==> src/logic/dpc_pkg.sv <==
package dpc_pkg;

    // ********************************
    // register map (32-bit registers, byte offsets)
    // ********************************
    localparam logic [7:0] DPC_REG_CTRL = 8'h00;
    localparam logic [7:0] DPC_REG_CLKCFG = 8'h04;
    localparam logic [7:0] DPC_REG_STATUS = 8'h08;
    localparam logic [7:0] DPC_REG_TDMDIV = 8'h0c;
    localparam logic [7:0] DPC_REG_DECODE = 8'h10;

    // ********************************
    // field positions
    // ********************************
    localparam int DPC_CTRL_IDLE_REQ = 0;
    localparam int DPC_CTRL_STOP_REQ = 1;
    localparam int DPC_CTRL_SOFT_RST = 2;
    localparam int DPC_CFG_PRE_LSB = 0;
    localparam int DPC_CFG_MUL_LSB = 2;
    localparam int DPC_CFG_POST = 8;
    localparam int DPC_CFG_CPU_LSB = 9;
    localparam int DPC_CFG_SRC = 12;
    localparam int DPC_CFG_TDM_EXT = 13;

    // ********************************
    // reset values
    // ********************************
    localparam logic [31:0] DPC_CLKCFG_RST = 32'h0000_0000;
    localparam logic [7:0] DPC_TDMDIV_RST = 8'h00;

    // ********************************
    // timing
    // ********************************
    localparam int DPC_CLK_MHZ = 200;
    localparam int DPC_SETTLE_US = 200;
    localparam int DPC_SETTLE_CYC = DPC_SETTLE_US * DPC_CLK_MHZ;

    // ********************************
    // address decode constants
    // ********************************
    localparam logic [15:0] DPC_PROM_LO = 16'h0000;
    localparam logic [15:0] DPC_PROM_HI = 16'hefff;
    localparam logic [15:0] DPC_MMR_LO = 16'h2000;
    localparam logic [15:0] DPC_MMR_HI = 16'h2fff;
    localparam logic [15:0] DPC_EMU_LO = 16'hf7f0;
    localparam logic [15:0] DPC_EMU_HI = 16'hf7ff;
    localparam logic [15:0] DPC_APP_LO = 16'h0020;
    localparam logic [15:0] DPC_APP_HI = 16'hebbf;

    typedef enum logic [2:0] {
        DPC_ACTIVE = 3'b001,
        DPC_IDLE   = 3'b010,
        DPC_STOP   = 3'b100
    } dpc_mode_e;

    typedef struct packed {
        logic        resume;
        logic        irq;
        logic        ext_irq;
        logic        debug_rst;
    } dpc_wake_s;

    typedef struct packed {
        logic        dsp_clk_en;
        logic        dsp_core_pwr;
        logic        pll_pwr;
        logic        pll_src_usb;
        logic [1:0]  pre_div;
        logic [5:0]  pll_mul;
        logic        post_div2;
    } dpc_clkctl_s;

endpackage

==> src/logic/dpc_div.sv <==
`timescale 1ns/1ps
`default_nettype none
// integer divider producing a one-cycle enable every (ratio+1) input ticks
module dpc_div #(
    parameter int W = 8
) (
    // clock and reset
    input wire logic clk_sys,
    input wire logic rst_n,
    // control
    input wire logic tick_in,
    input wire logic [W-1:0] ratio,
    // output
    output logic tick_out
);
    typedef struct packed {
        logic [W-1:0] cnt;
        logic pulse;
    } dpc_div_s;

    dpc_div_s st_ff;
    dpc_div_s nxt_st;

    always_comb begin
        nxt_st = st_ff;
        nxt_st.pulse = 1'b0;
        if (tick_in) begin
            if (st_ff.cnt >= ratio) begin
                nxt_st.cnt = '0;
                nxt_st.pulse = 1'b1;
            end else begin
                nxt_st.cnt = st_ff.cnt + W'(1);
            end
        end
    end

    always_ff @(posedge clk_sys) begin
        if (!rst_n) begin
            st_ff <= '0;
        end else begin
            st_ff <= nxt_st;
        end
    end

    assign tick_out = st_ff.pulse;
endmodule // dpc_div
`default_nettype wire

==> src/logic/dpc_top.sv <==
`timescale 1ns/1ps
`default_nettype none
// Functional notes
// - modes ACTIVE, IDLE, STOP; core off otherwise
// - PLL stays powered in IDLE
// - STOP powers PLL down; exit inserts settle delay
// - IDLE exits on interrupt or any reset
// - STOP exits on resume, external irq, resets
// - STOP exits to ACTIVE; resume keeps state
// - internal TDM clock divides master clock
// - external TDM clock comes from pins
// - CPU clock is master divided 1/2/4/8/16
// - DSP path pre-divide, PLL multiply, post-divide
// - PLL reference selectable, resets to master
// - block program ROM data reads
// - peripheral registers at 0x2000-0x2FFF
// - emulator registers at 0xF7F0-0xF7FF
// - application ROM location chosen by pin
// - each peripheral gets its 256-word window
module dpc_top
    import dpc_pkg::*;
#(
    parameter int SETTLE_CYC = DPC_SETTLE_CYC,
    parameter int TDM_W = 8
) (
    // clock and reset
    input wire logic clk_sys,
    input wire logic rst_n,
    // wishbone slave
    input wire logic wb_cyc_i,
    input wire logic wb_stb_i,
    input wire logic wb_we_i,
    input wire logic [7:0] wb_adr_i,
    input wire logic [3:0] wb_sel_i,
    input wire logic [31:0] wb_dat_i,
    output logic [31:0] wb_dat_o,
    output logic wb_ack_o,
    // wake sources (pins, asynchronous)
    input wire logic dsp_resume_signal,
    input wire logic dsp_irq,
    input wire logic ext_irq,
    input wire logic debug_port_rst,
    // tdm pins and ROM strap
    input wire logic tdm_ext_clk_pin,
    input wire logic prog_rom_location_select,
    // dsp address decode request
    input wire logic [15:0] dsp_addr,
    input wire logic dsp_prog_space,
    input wire logic dsp_movp_rd,
    // power and clock control outputs
    output dpc_clkctl_s clk_ctl,
    output logic [2:0] dsp_mode,
    output logic dsp_regs_keep,
    output logic dsp_soft_rst,
    output logic cpu_clk_en,
    output logic tdm_clk_en,
    // decode outputs
    output logic dec_mmr_sel,
    output logic [3:0] dec_mmr_block,
    output logic dec_emu_sel,
    output logic dec_app_rom_onchip,
    output logic dec_app_rom_offchip,
    output logic dec_prom_block
);
    localparam int CNT_W = $clog2(SETTLE_CYC + 1);
    // faster clock: raise SETTLE_CYC

    // ********************************
    // state
    // ********************************
    typedef struct packed {
        // power sequencer
        dpc_mode_e mode;
        logic settling;
        logic [CNT_W-1:0] settle_cnt;
        logic resumed;
        logic soft_rst;

        // software registers
        logic [31:0] clkcfg;
        logic [TDM_W-1:0] tdm_div;

        // pin synchronisers
        logic [3:0] sync1;
        logic [3:0] sync2;
        logic [1:0] tdm_sync;
        logic tdm_prev;

        // clock enables
        logic [4:0] cpu_cnt;
        logic cpu_en;
        logic tdm_en;

        // bus side
        logic ack;
        logic [31:0] rdata;

        // registered decode
        logic prom_blk;
        logic mmr;
        logic [3:0] mmr_blk;
        logic emu;
        logic app_on;
        logic app_off;
        logic rom_sel1;
        logic rom_sel2;
    } dpc_state_s;

    // all state but the tdm divider's in one struct, nxt_st is its next value
    dpc_state_s st_ff;
    dpc_state_s nxt_st;
    logic tdm_int_tick;
    logic wr;
    logic rd;
    logic [3:0] cpu_mask;

    // the registered ack masks the second edge of a request,
    // so one bus cycle never writes twice
    assign wr = wb_cyc_i && wb_stb_i && wb_we_i && !st_ff.ack;
    assign rd = wb_cyc_i && wb_stb_i && !wb_we_i && !st_ff.ack;

    // internal tdm clock from the master clock
    // tick_in high: counts every master cycle
    dpc_div #(.W(TDM_W)) u_tdm_div (
        .clk_sys(clk_sys),
        .rst_n(rst_n),
        .tick_in(1'b1),
        .ratio(st_ff.tdm_div),
        .tick_out(tdm_int_tick)
    );

    // codes above four run undivided rather than stop
    always_comb begin
        case (st_ff.clkcfg[DPC_CFG_CPU_LSB +: 3])
            3'h1: cpu_mask = 4'h1;
            3'h2: cpu_mask = 4'h3;
            3'h3: cpu_mask = 4'h7;
            3'h4: cpu_mask = 4'hf;
            default: cpu_mask = 4'h0;
        endcase
    end

    always_comb begin
        // each field holds unless a later assignment moves it
        nxt_st = st_ff;
        nxt_st.soft_rst = 1'b0;

        // ********************************
        // pin synchronisers
        // ********************************
        // only the second stage is read
        nxt_st.sync1 = {dsp_resume_signal, dsp_irq, ext_irq, debug_port_rst};
        nxt_st.sync2 = st_ff.sync1;

        // edge history starts low like the idle pin
        nxt_st.tdm_sync = {st_ff.tdm_sync[0], tdm_ext_clk_pin};
        nxt_st.tdm_prev = st_ff.tdm_sync[1];

        nxt_st.rom_sel1 = prog_rom_location_select;
        nxt_st.rom_sel2 = st_ff.rom_sel1;

        // ********************************
        // wishbone slave, registered ack after one wait cycle
        // ********************************
        // ack comes the cycle after the request
        nxt_st.ack = wb_cyc_i && wb_stb_i && !st_ff.ack;
        // zero outside the ack cycle
        nxt_st.rdata = '0;

        if (rd) begin
            case (wb_adr_i)
                DPC_REG_CLKCFG: nxt_st.rdata = st_ff.clkcfg;
                DPC_REG_STATUS: nxt_st.rdata = {26'h0, st_ff.resumed, st_ff.settling,
                                                st_ff.clkcfg[DPC_CFG_SRC], st_ff.mode};
                DPC_REG_TDMDIV: nxt_st.rdata = 32'(st_ff.tdm_div);
                DPC_REG_DECODE: nxt_st.rdata = {31'h0, st_ff.rom_sel2};
                default: nxt_st.rdata = '0;
            endcase
        end

        // ********************************
        // power mode sequencer
        // ********************************
        // dsp clock gated while this counts
        if (st_ff.settling) begin
            if (st_ff.settle_cnt == '0) begin
                nxt_st.settling = 1'b0;
            end else begin
                nxt_st.settle_cnt = st_ff.settle_cnt - CNT_W'(1);
            end
        end

        case (st_ff.mode)
            DPC_ACTIVE: begin
                if (wr && wb_adr_i == DPC_REG_CTRL && wb_sel_i[0]) begin
                    // stop wins over idle
                    if (wb_dat_i[DPC_CTRL_STOP_REQ]) begin
                        nxt_st.mode = DPC_STOP;
                    end else if (wb_dat_i[DPC_CTRL_IDLE_REQ]) begin
                        nxt_st.mode = DPC_IDLE;
                    end
                    nxt_st.resumed = 1'b0;
                end
            end

            DPC_IDLE: begin
                // pll kept running: no settle delay
                if (st_ff.sync2[2] || st_ff.sync2[1] || st_ff.sync2[0]) begin
                    nxt_st.mode = DPC_ACTIVE;
                end
            end

            DPC_STOP: begin
                // resume alone keeps register state
                if (st_ff.sync2[3] || st_ff.sync2[1] || st_ff.sync2[0]) begin
                    nxt_st.mode = DPC_ACTIVE;
                    nxt_st.resumed = st_ff.sync2[3];
                    nxt_st.settling = 1'b1;
                    nxt_st.settle_cnt = CNT_W'(SETTLE_CYC - 1);
                end
            end

            default: nxt_st.mode = DPC_ACTIVE;
        endcase
        // soft subsystem reset wakes from any low-power mode
        // dsp_soft_rst pulses for one cycle
        if (wr && wb_adr_i == DPC_REG_CTRL && wb_sel_i[0] && wb_dat_i[DPC_CTRL_SOFT_RST]) begin
            nxt_st.soft_rst = 1'b1;
            nxt_st.resumed = 1'b0;
            // pll was off here as well
            if (st_ff.mode == DPC_STOP) begin
                nxt_st.settling = 1'b1;
                nxt_st.settle_cnt = CNT_W'(SETTLE_CYC - 1);
            end
            nxt_st.mode = DPC_ACTIVE;
        end

        // ********************************
        // clock configuration writes
        // ********************************
        if (wr && wb_adr_i == DPC_REG_CLKCFG) begin
            // byte lanes follow their selects
            for (int b = 0; b < 4; b++) begin
                if (wb_sel_i[b]) begin
                    nxt_st.clkcfg[b*8 +: 8] = wb_dat_i[b*8 +: 8];
                end
            end
            // pll running: a switch could glitch
            // reference switch ignored outside STOP
            if (st_ff.mode != DPC_STOP) begin
                nxt_st.clkcfg[DPC_CFG_SRC] = st_ff.clkcfg[DPC_CFG_SRC];
            end
        end

        // tick every ratio+1 cycles
        if (wr && wb_adr_i == DPC_REG_TDMDIV && wb_sel_i[0]) begin
            nxt_st.tdm_div = wb_dat_i[TDM_W-1:0];
        end

        // ********************************
        // cpu and tdm clock enables
        // ********************************

        // low bits pick the cpu rate
        nxt_st.cpu_cnt = st_ff.cpu_cnt + 5'h01;
        nxt_st.cpu_en = ((st_ff.cpu_cnt[3:0] & cpu_mask) == 4'h0);
        // pin needs two cycles per level
        if (st_ff.clkcfg[DPC_CFG_TDM_EXT]) begin
            nxt_st.tdm_en = st_ff.tdm_sync[1] && !st_ff.tdm_prev;
        end else begin
            nxt_st.tdm_en = tdm_int_tick;
        end

        // ********************************
        // dsp address decode, registered
        // ********************************
        // fetches pass, data reads are blocked
        nxt_st.prom_blk = dsp_prog_space && dsp_movp_rd &&
                          dsp_addr <= DPC_PROM_HI;
        nxt_st.mmr = !dsp_prog_space && dsp_addr >= DPC_MMR_LO &&
                     dsp_addr <= DPC_MMR_HI;
        // one of sixteen 256-word windows
        nxt_st.mmr_blk = dsp_addr[11:8];

        nxt_st.emu = !dsp_prog_space && dsp_addr >= DPC_EMU_LO &&
                     dsp_addr <= DPC_EMU_HI;
        // strap picks on or off chip
        nxt_st.app_on = dsp_prog_space && dsp_addr >= DPC_APP_LO &&
                        dsp_addr <= DPC_APP_HI && st_ff.rom_sel2;
        nxt_st.app_off = dsp_prog_space && dsp_addr >= DPC_APP_LO &&
                         dsp_addr <= DPC_APP_HI && !st_ff.rom_sel2;
    end

    // sync reset: active, master reference
    always_ff @(posedge clk_sys) begin
        if (!rst_n) begin
            // other fields clear to idle values
            st_ff <= '0;
            st_ff.mode <= DPC_ACTIVE;
            st_ff.clkcfg <= DPC_CLKCFG_RST;
            st_ff.tdm_div <= TDM_W'(DPC_TDMDIV_RST);
        end else begin
            st_ff <= nxt_st;
        end
    end

    // ********************************
    // outputs
    // ********************************
    // ack and read data are flops
    assign wb_ack_o = st_ff.ack;
    assign wb_dat_o = st_ff.rdata;
    assign dsp_mode = st_ff.mode;
    // level, held until the next control register write
    assign dsp_regs_keep = st_ff.resumed;
    assign dsp_soft_rst = st_ff.soft_rst;

    assign cpu_clk_en = st_ff.cpu_en;
    assign tdm_clk_en = st_ff.tdm_en;

    assign dec_prom_block = st_ff.prom_blk;
    assign dec_mmr_sel = st_ff.mmr;
    assign dec_mmr_block = st_ff.mmr_blk;
    assign dec_emu_sel = st_ff.emu;
    assign dec_app_rom_onchip = st_ff.app_on;
    assign dec_app_rom_offchip = st_ff.app_off;

    always_comb begin
        // idle keeps the pll for a fast return
        clk_ctl.pll_pwr = (st_ff.mode != DPC_STOP);
        clk_ctl.dsp_core_pwr = (st_ff.mode == DPC_ACTIVE);
        clk_ctl.dsp_clk_en = (st_ff.mode == DPC_ACTIVE) && !st_ff.settling;
        clk_ctl.pll_src_usb = st_ff.clkcfg[DPC_CFG_SRC];
        // codes pass through unchanged
        clk_ctl.pre_div = st_ff.clkcfg[DPC_CFG_PRE_LSB +: 2];
        clk_ctl.pll_mul = st_ff.clkcfg[DPC_CFG_MUL_LSB +: 6];
        clk_ctl.post_div2 = st_ff.clkcfg[DPC_CFG_POST];
    end
endmodule // dpc_top
`default_nettype wire

==> config.mk <==
export PLATFORM = sky130hd
export DESIGN_NAME = dpc_top
export DESIGN_NICKNAME = d
export VERILOG_FILES = /design/src/logic/dpc_pkg.sv /design/src/logic/dpc_div.sv /design/src/logic/dpc_top.sv
export SDC_FILE = /design/constraint.sdc
export NUM_CORES = 1
export LEC_CHECK = 0
export BUFFER_PORTS_ARGS = -buffer_cell sky130_fd_sc_hd__buf_2
export CAP_MARGIN = 10
export CORE_UTILIZATION = 40
export CTS_CLUSTER_SIZE = 24
export DETAILED_ROUTE_END_ITERATION = 7
export GPL_TIMING_DRIVEN = 1
export SYNTH_ARGS = -nofsm -noshare
export SYNTH_HDL_FRONTEND = slang
export SYNTH_SLANG_ARGS = --single-unit
==> constraint.sdc <==
create_clock -name clk_sys -period 5.65 [get_ports clk_sys]
set_input_delay 0 -clock clk_sys [delete_from_list [all_inputs] [get_ports clk_sys]]
set_output_delay 0 -clock clk_sys [all_outputs]
set_load 0.05 [all_outputs]
== Word-level counts from Yosys, hierarchy flattened ==
Index checks and enable logic that the tools add are counted.
Word-level totals
  bits in registers: 133
  bits of input ports: 73
  output and inout bits: 62
  word-level logic and storage cells: 126
Operators by class
  add/subtract/negate cells: 3
  magnitude comparators: 8
  equal/unequal tests: 16
  muxes and demuxes: 18
  bitwise logic cells: 3
  reduce and logical (&&, ||, !) cells: 48
Operators with widths (count)
  case mux 32 bit (4 select lines): 1
  2-to-1 mux 17 bit: 3
  <= comparator 16 bit, second input constant: 3
  logical AND 1 bit: 24
  2-to-1 mux 21 bit: 1
  2-to-1 mux 19 bit: 1
  == test 8 x 4 -> 1 bit, second input constant: 2
  greater-or-equal comparator 16 x 14 -> 1 bit, second input constant: 1
  greater-or-equal comparator 16 bit, second input constant: 1
  greater-or-equal comparator 16 x 6 -> 1 bit, second input constant: 1
  <= comparator 16 x 14 -> 1 bit, second input constant: 1
  logical NOT 16 bit: 1
  2-to-1 mux 16 bit: 1
  case mux 4 bit (4 select lines): 1
  subtractor 16 x 1 -> 16 bit, second input constant: 1
  2-to-1 mux 3 bit: 4
  AND reduction 2 bit: 5
  == test 3 x 2 -> 1 bit, second input constant: 3
  case mux 3 bit (3 select lines): 1
  adder 8 x 1 -> 8 bit, second input constant: 1
  == test 8 x 3 -> 1 bit, second input constant: 1
  == test 8 x 5 -> 1 bit, second input constant: 1
  greater-or-equal comparator 8 bit: 1
  logical NOT 8 bit: 1
  other kinds (17): 35

== Depth between registers and ports, before layout ==
  depth in word-level cells: 8
  gate-level depth with buffers: 7

== Hierarchy ==
A second synthesis with hierarchy kept.
Unflattened totals
  cells, all modules: 601
  area, all modules: 5662.9 µm²
Modules (own cells, without submodules)
  dpc_top: instances 1, cells each 537, area an instance 5092.4 µm², sequential area each 2462.4 µm²
  dpc_div: instances 1, cells each 64, area an instance 570.5 µm², sequential area each 180.2 µm²

== Worst setup path before layout ==
OpenSTA, ideal clock, no wires.
  path kind: register to output
  start: register st_ff, in the netlist dsp_mode[0]
  end: output port clk_ctl[12] in the netlist's numbering
  arrival time: 2.506 ns
  required time: 5.650 ns
  setup slack: 3.144 ns
  cell stages (with the launch flop): 3
  cell sequence: dfxtp_1 nor3b_1 nor2b_1
RTL lines
  start, declared: line dpc_top.sv:110  | dpc_state_s st_ff;
  start signal, assigned: line dpc_top.sv:303  | st_ff <= nxt_st;
  end, declared: line dpc_top.sv:51  | output dpc_clkctl_s clk_ctl,

== Worst setup path in the final report ==
  start: input port rst_n
  end: register st_ff, in the netlist dec_emu_sel
RTL lines
  start, declared: line dpc_top.sv:28  | input wire logic rst_n,
No word-level cell between the ends.

==> impl_metrics.json <==
{
  "run_status": "completed",
  "irDropWorstVdd_v": 0.000204,
  "fp.dieH_um": 119,
  "avgSynthCellArea_um2": 9.13,
  "drtPass1Iterations": 4,
  "die_x_um": 119,
  "critPathSlowestCell": "dlygate4sd3_1",
  "ys_async_sr_fraction_pct": 0,
  "tns_ns": 0,
  "setup_violations": 0,
  "hold_class": "input pin to flip-flop",
  "slowest_delay_ns": 0.59,
  "final_cells": 923,
  "slew_headroom_pct": 50.1,
  "drive_gt1_share_pct": 24.4,
  "syn_area_mm2": 0.00551,
  "drt-total-wl_mm": 12.7,
  "cp-end-kind": "flip-flop",
  "gp_congestion": 0.790,
  "clock_path_buffers": 2,
  "final_nets": 820,
  "rsz0062_at_grt": "no",
  "avgRoutedWirePerCell_um": 13.8,
  "grt_pass1_vias": 4358,
  "synth-edff-count": 0,
  "grtUsageTotal_pct": 18.7,
  "ys_types": 55,
  "fin_crit_sh_pct": 45.4,
  "fin_skew_ns": 0.00541,
  "ctsHoldBuffers": 51,
  "worstPathMaxFanout": 37,
  "cts_buffers": 17,
  "cts_resized": 0,
  "synthTopCellsByArea": "dfxtp_1 (48%), buf_4 (6.8%), and2_1 (5.1%), nand2_1 (5.0%), a21oi_1 (3.3%)",
  "io_pins": 135,
  "ys_warn_count": 0,
  "numPortBuffers": 130,
  "grt_max_degree": 38,
  "cts_tree": "done",
  "synth_top_area_share_pct": 48.0,
  "clockRootBuffer": "clkbuf_16",
  "path_class": "input pin to flip-flop",
  "dieArea_mm2": 0.0142,
  "timing.final.ws_setup_ns": 3.08,
  "crit_path_start_kind": "input pin",
  "antenna_cells": 0,
  "syn2layout_area_growth_pct": 28.4,
  "fin_total_pwr_w": 0.00221,
  "via_per_inst": 4.80,
  "antenna_found_initial": 0,
  "rows": 42,
  "dp.final_hpwl_mm": 8.93,
  "final_core_util_pct": 53.0,
  "via_count": 4432,
  "initial_core_util_pct": 41.2,
  "finalHoldViolCount": 0,
  "ys_seq_elements": 132,
  "syn_inst": 603,
  "drv_cap": 0,
  "htreeDepth": 4,
  "worst_pin_slew_ns": 0.746,
  "insertion_delay_ns": 0.41,
  "antenna_left": 0,
  "ys_seq_area_share_pct": 48.0,
  "gr-total-overflow": 0,
  "power_density_mw_per_mm2": 313,
  "critical-path-top-delay-family": "buffers and inverters",
  "clkSlewWorstSetupHoldPaths_ns": 0.06,
  "core_area_mm2": 0.0133,
  "drcViolationCount": 0,
  "cp.required_ns": 6.00,
  "cts.sinks": 132,
  "synth_flop_cell": "dfxtp_1",
  "grt_pass1_wl_mm": 20.9,
  "max_freq_mhz": 390,
  "slew_viol_final": 0,
  "cts_setup_buffers": 0,
  "synth_top_cell_by_area": "dfxtp_1",
  "placed_cells": 840,
  "p_leak_nw": 2.94,
  "finalCriticalPeriod_ns": 2.57,
  "worstPathCellList": "dlygate4sd3_1 > buf_2 > buf_4 > clkinv_1 > buf_4 > nor4_1 > dlygate4sd3_1",
  "dp_slack_ns": 3.30,
  "crit_buf_inv": 6,
  "syn_nets": 688,
  "cp.arrival_ns": 2.92,
  "drt_iter0_markers": 142
}
==> Yosys cell counts, types with 5 or more instances <==
cell type and instances:
nor4_1 7, o21a_1 9, buf_4 50, mux2_2 6
ha_1 12, and2_1 45, clkbuf_1 14, nand2_1 73
nor2_1 43, o21ai_1 7, xor2_1 11, nand4_1 9
nor3_1 8, a21oi_1 36, a22oi_1 5, o31ai_1 6
dfxtp_1 132, xnor2_1 9, nand2b_1 5, nand3_1 30
o21ai_0 5, nor2b_1 6, inv_1 13
==> flip-flops by register name, indices dropped and copies added, names as in the netlist, 3 cells and up <==
signal	cells
nxt_st	7
dec_mmr_block	4
st_ff	57
dsp_mode	3
u_tdm_div.st_ff	8
clk_ctl	10
wb_dat_o	32
==> cells by family after synthesis <==
group / share of synthesized area [%]
AOI/OAI and AO/OA: 9.16
xor gates and xnor gates: 3.18
adders and majority gates: 2.73
buffers and inverters: 9.41
DFF: 48.0
muxes: 1.95
and+or+nand+nor: 25.6
==> where the power goes <==
part           internal (W)  switching [W]
registers          0.000941     0.00000465
clock network      0.000746       0.000404
logic             0.0000542      0.0000601
total               0.00174       0.000469
==> metrics by stage <==
| stage | hold slack, ns | area, um^2 |
|---|---|---|
| 2_1_floorplan | 0.0752 | 5510 |
| 3_3_place_gp | 0.204 | 5930 |
| 3_5_place_dp | 0.216 | 5930 |
| 4_1_cts | 0.00682 | 7060 |
| 5_1_grt | 0.0324 | 7070 |
| 6_report | 0.0218 | 7070 |
==> placed cells by master, fill, tap and decap left out, types with 5 or more instances in the layout <==
master         count
a21oi_1           36
a22oi_1            5
and2_1            45
buf_2            130
clkbuf_16         17
dfxtp_1          132
dlygate4sd3_1     51
ha_1              12
inv_1             13
mux2_2             6
nand2_1           73
nand2b_1           5
nand3_1           30
nand4_1            9
nor2_1            43
nor2b_1            6
nor3_1             8
nor4_1             7
o21a_1             9
o21ai_0            5
o21ai_1            7
o31ai_1            6
xnor2_1            9
xor2_1            11
==> worst min-delay path: cells and delay by family <==
kind | cells | cell delay [ns]
compound gates | 1 | 0.05
buf+inv | 1 | 0.16
simple gates | 2 | 0.17
==> layout make-up <==
cell class	instances	area, um^2
inverters	14	52.6
well taps	176	220
fillers	1216	6280
clock inverters	13	184
flip-flops and latches	132	2640
clock buffers	18	439
repair buffers	184	1190
multi-input cells	386	2340
==> layer usage <==
metal | GRT usage, % | wire length, um
met1 | 22.9 | 6000
met2 | 31.0 | 5870
met3 | 5.70 | 654
met4 | 6.95 | 187
met5 | 0 | 0
==> final timing paths <==
path	cells after the start	start	slack, ns	end
max	7	rst_n	3.08	dec_emu_sel
min	4	wb_adr_i[4]	0.02	clk_ctl[0]
max reg2reg	7	st_ff[104]	3.46	st_ff[107]
min reg2reg	1	nxt_st[0]	0.43	st_ff[0]
No activity file was read; power rests on OpenSTA's default activity.
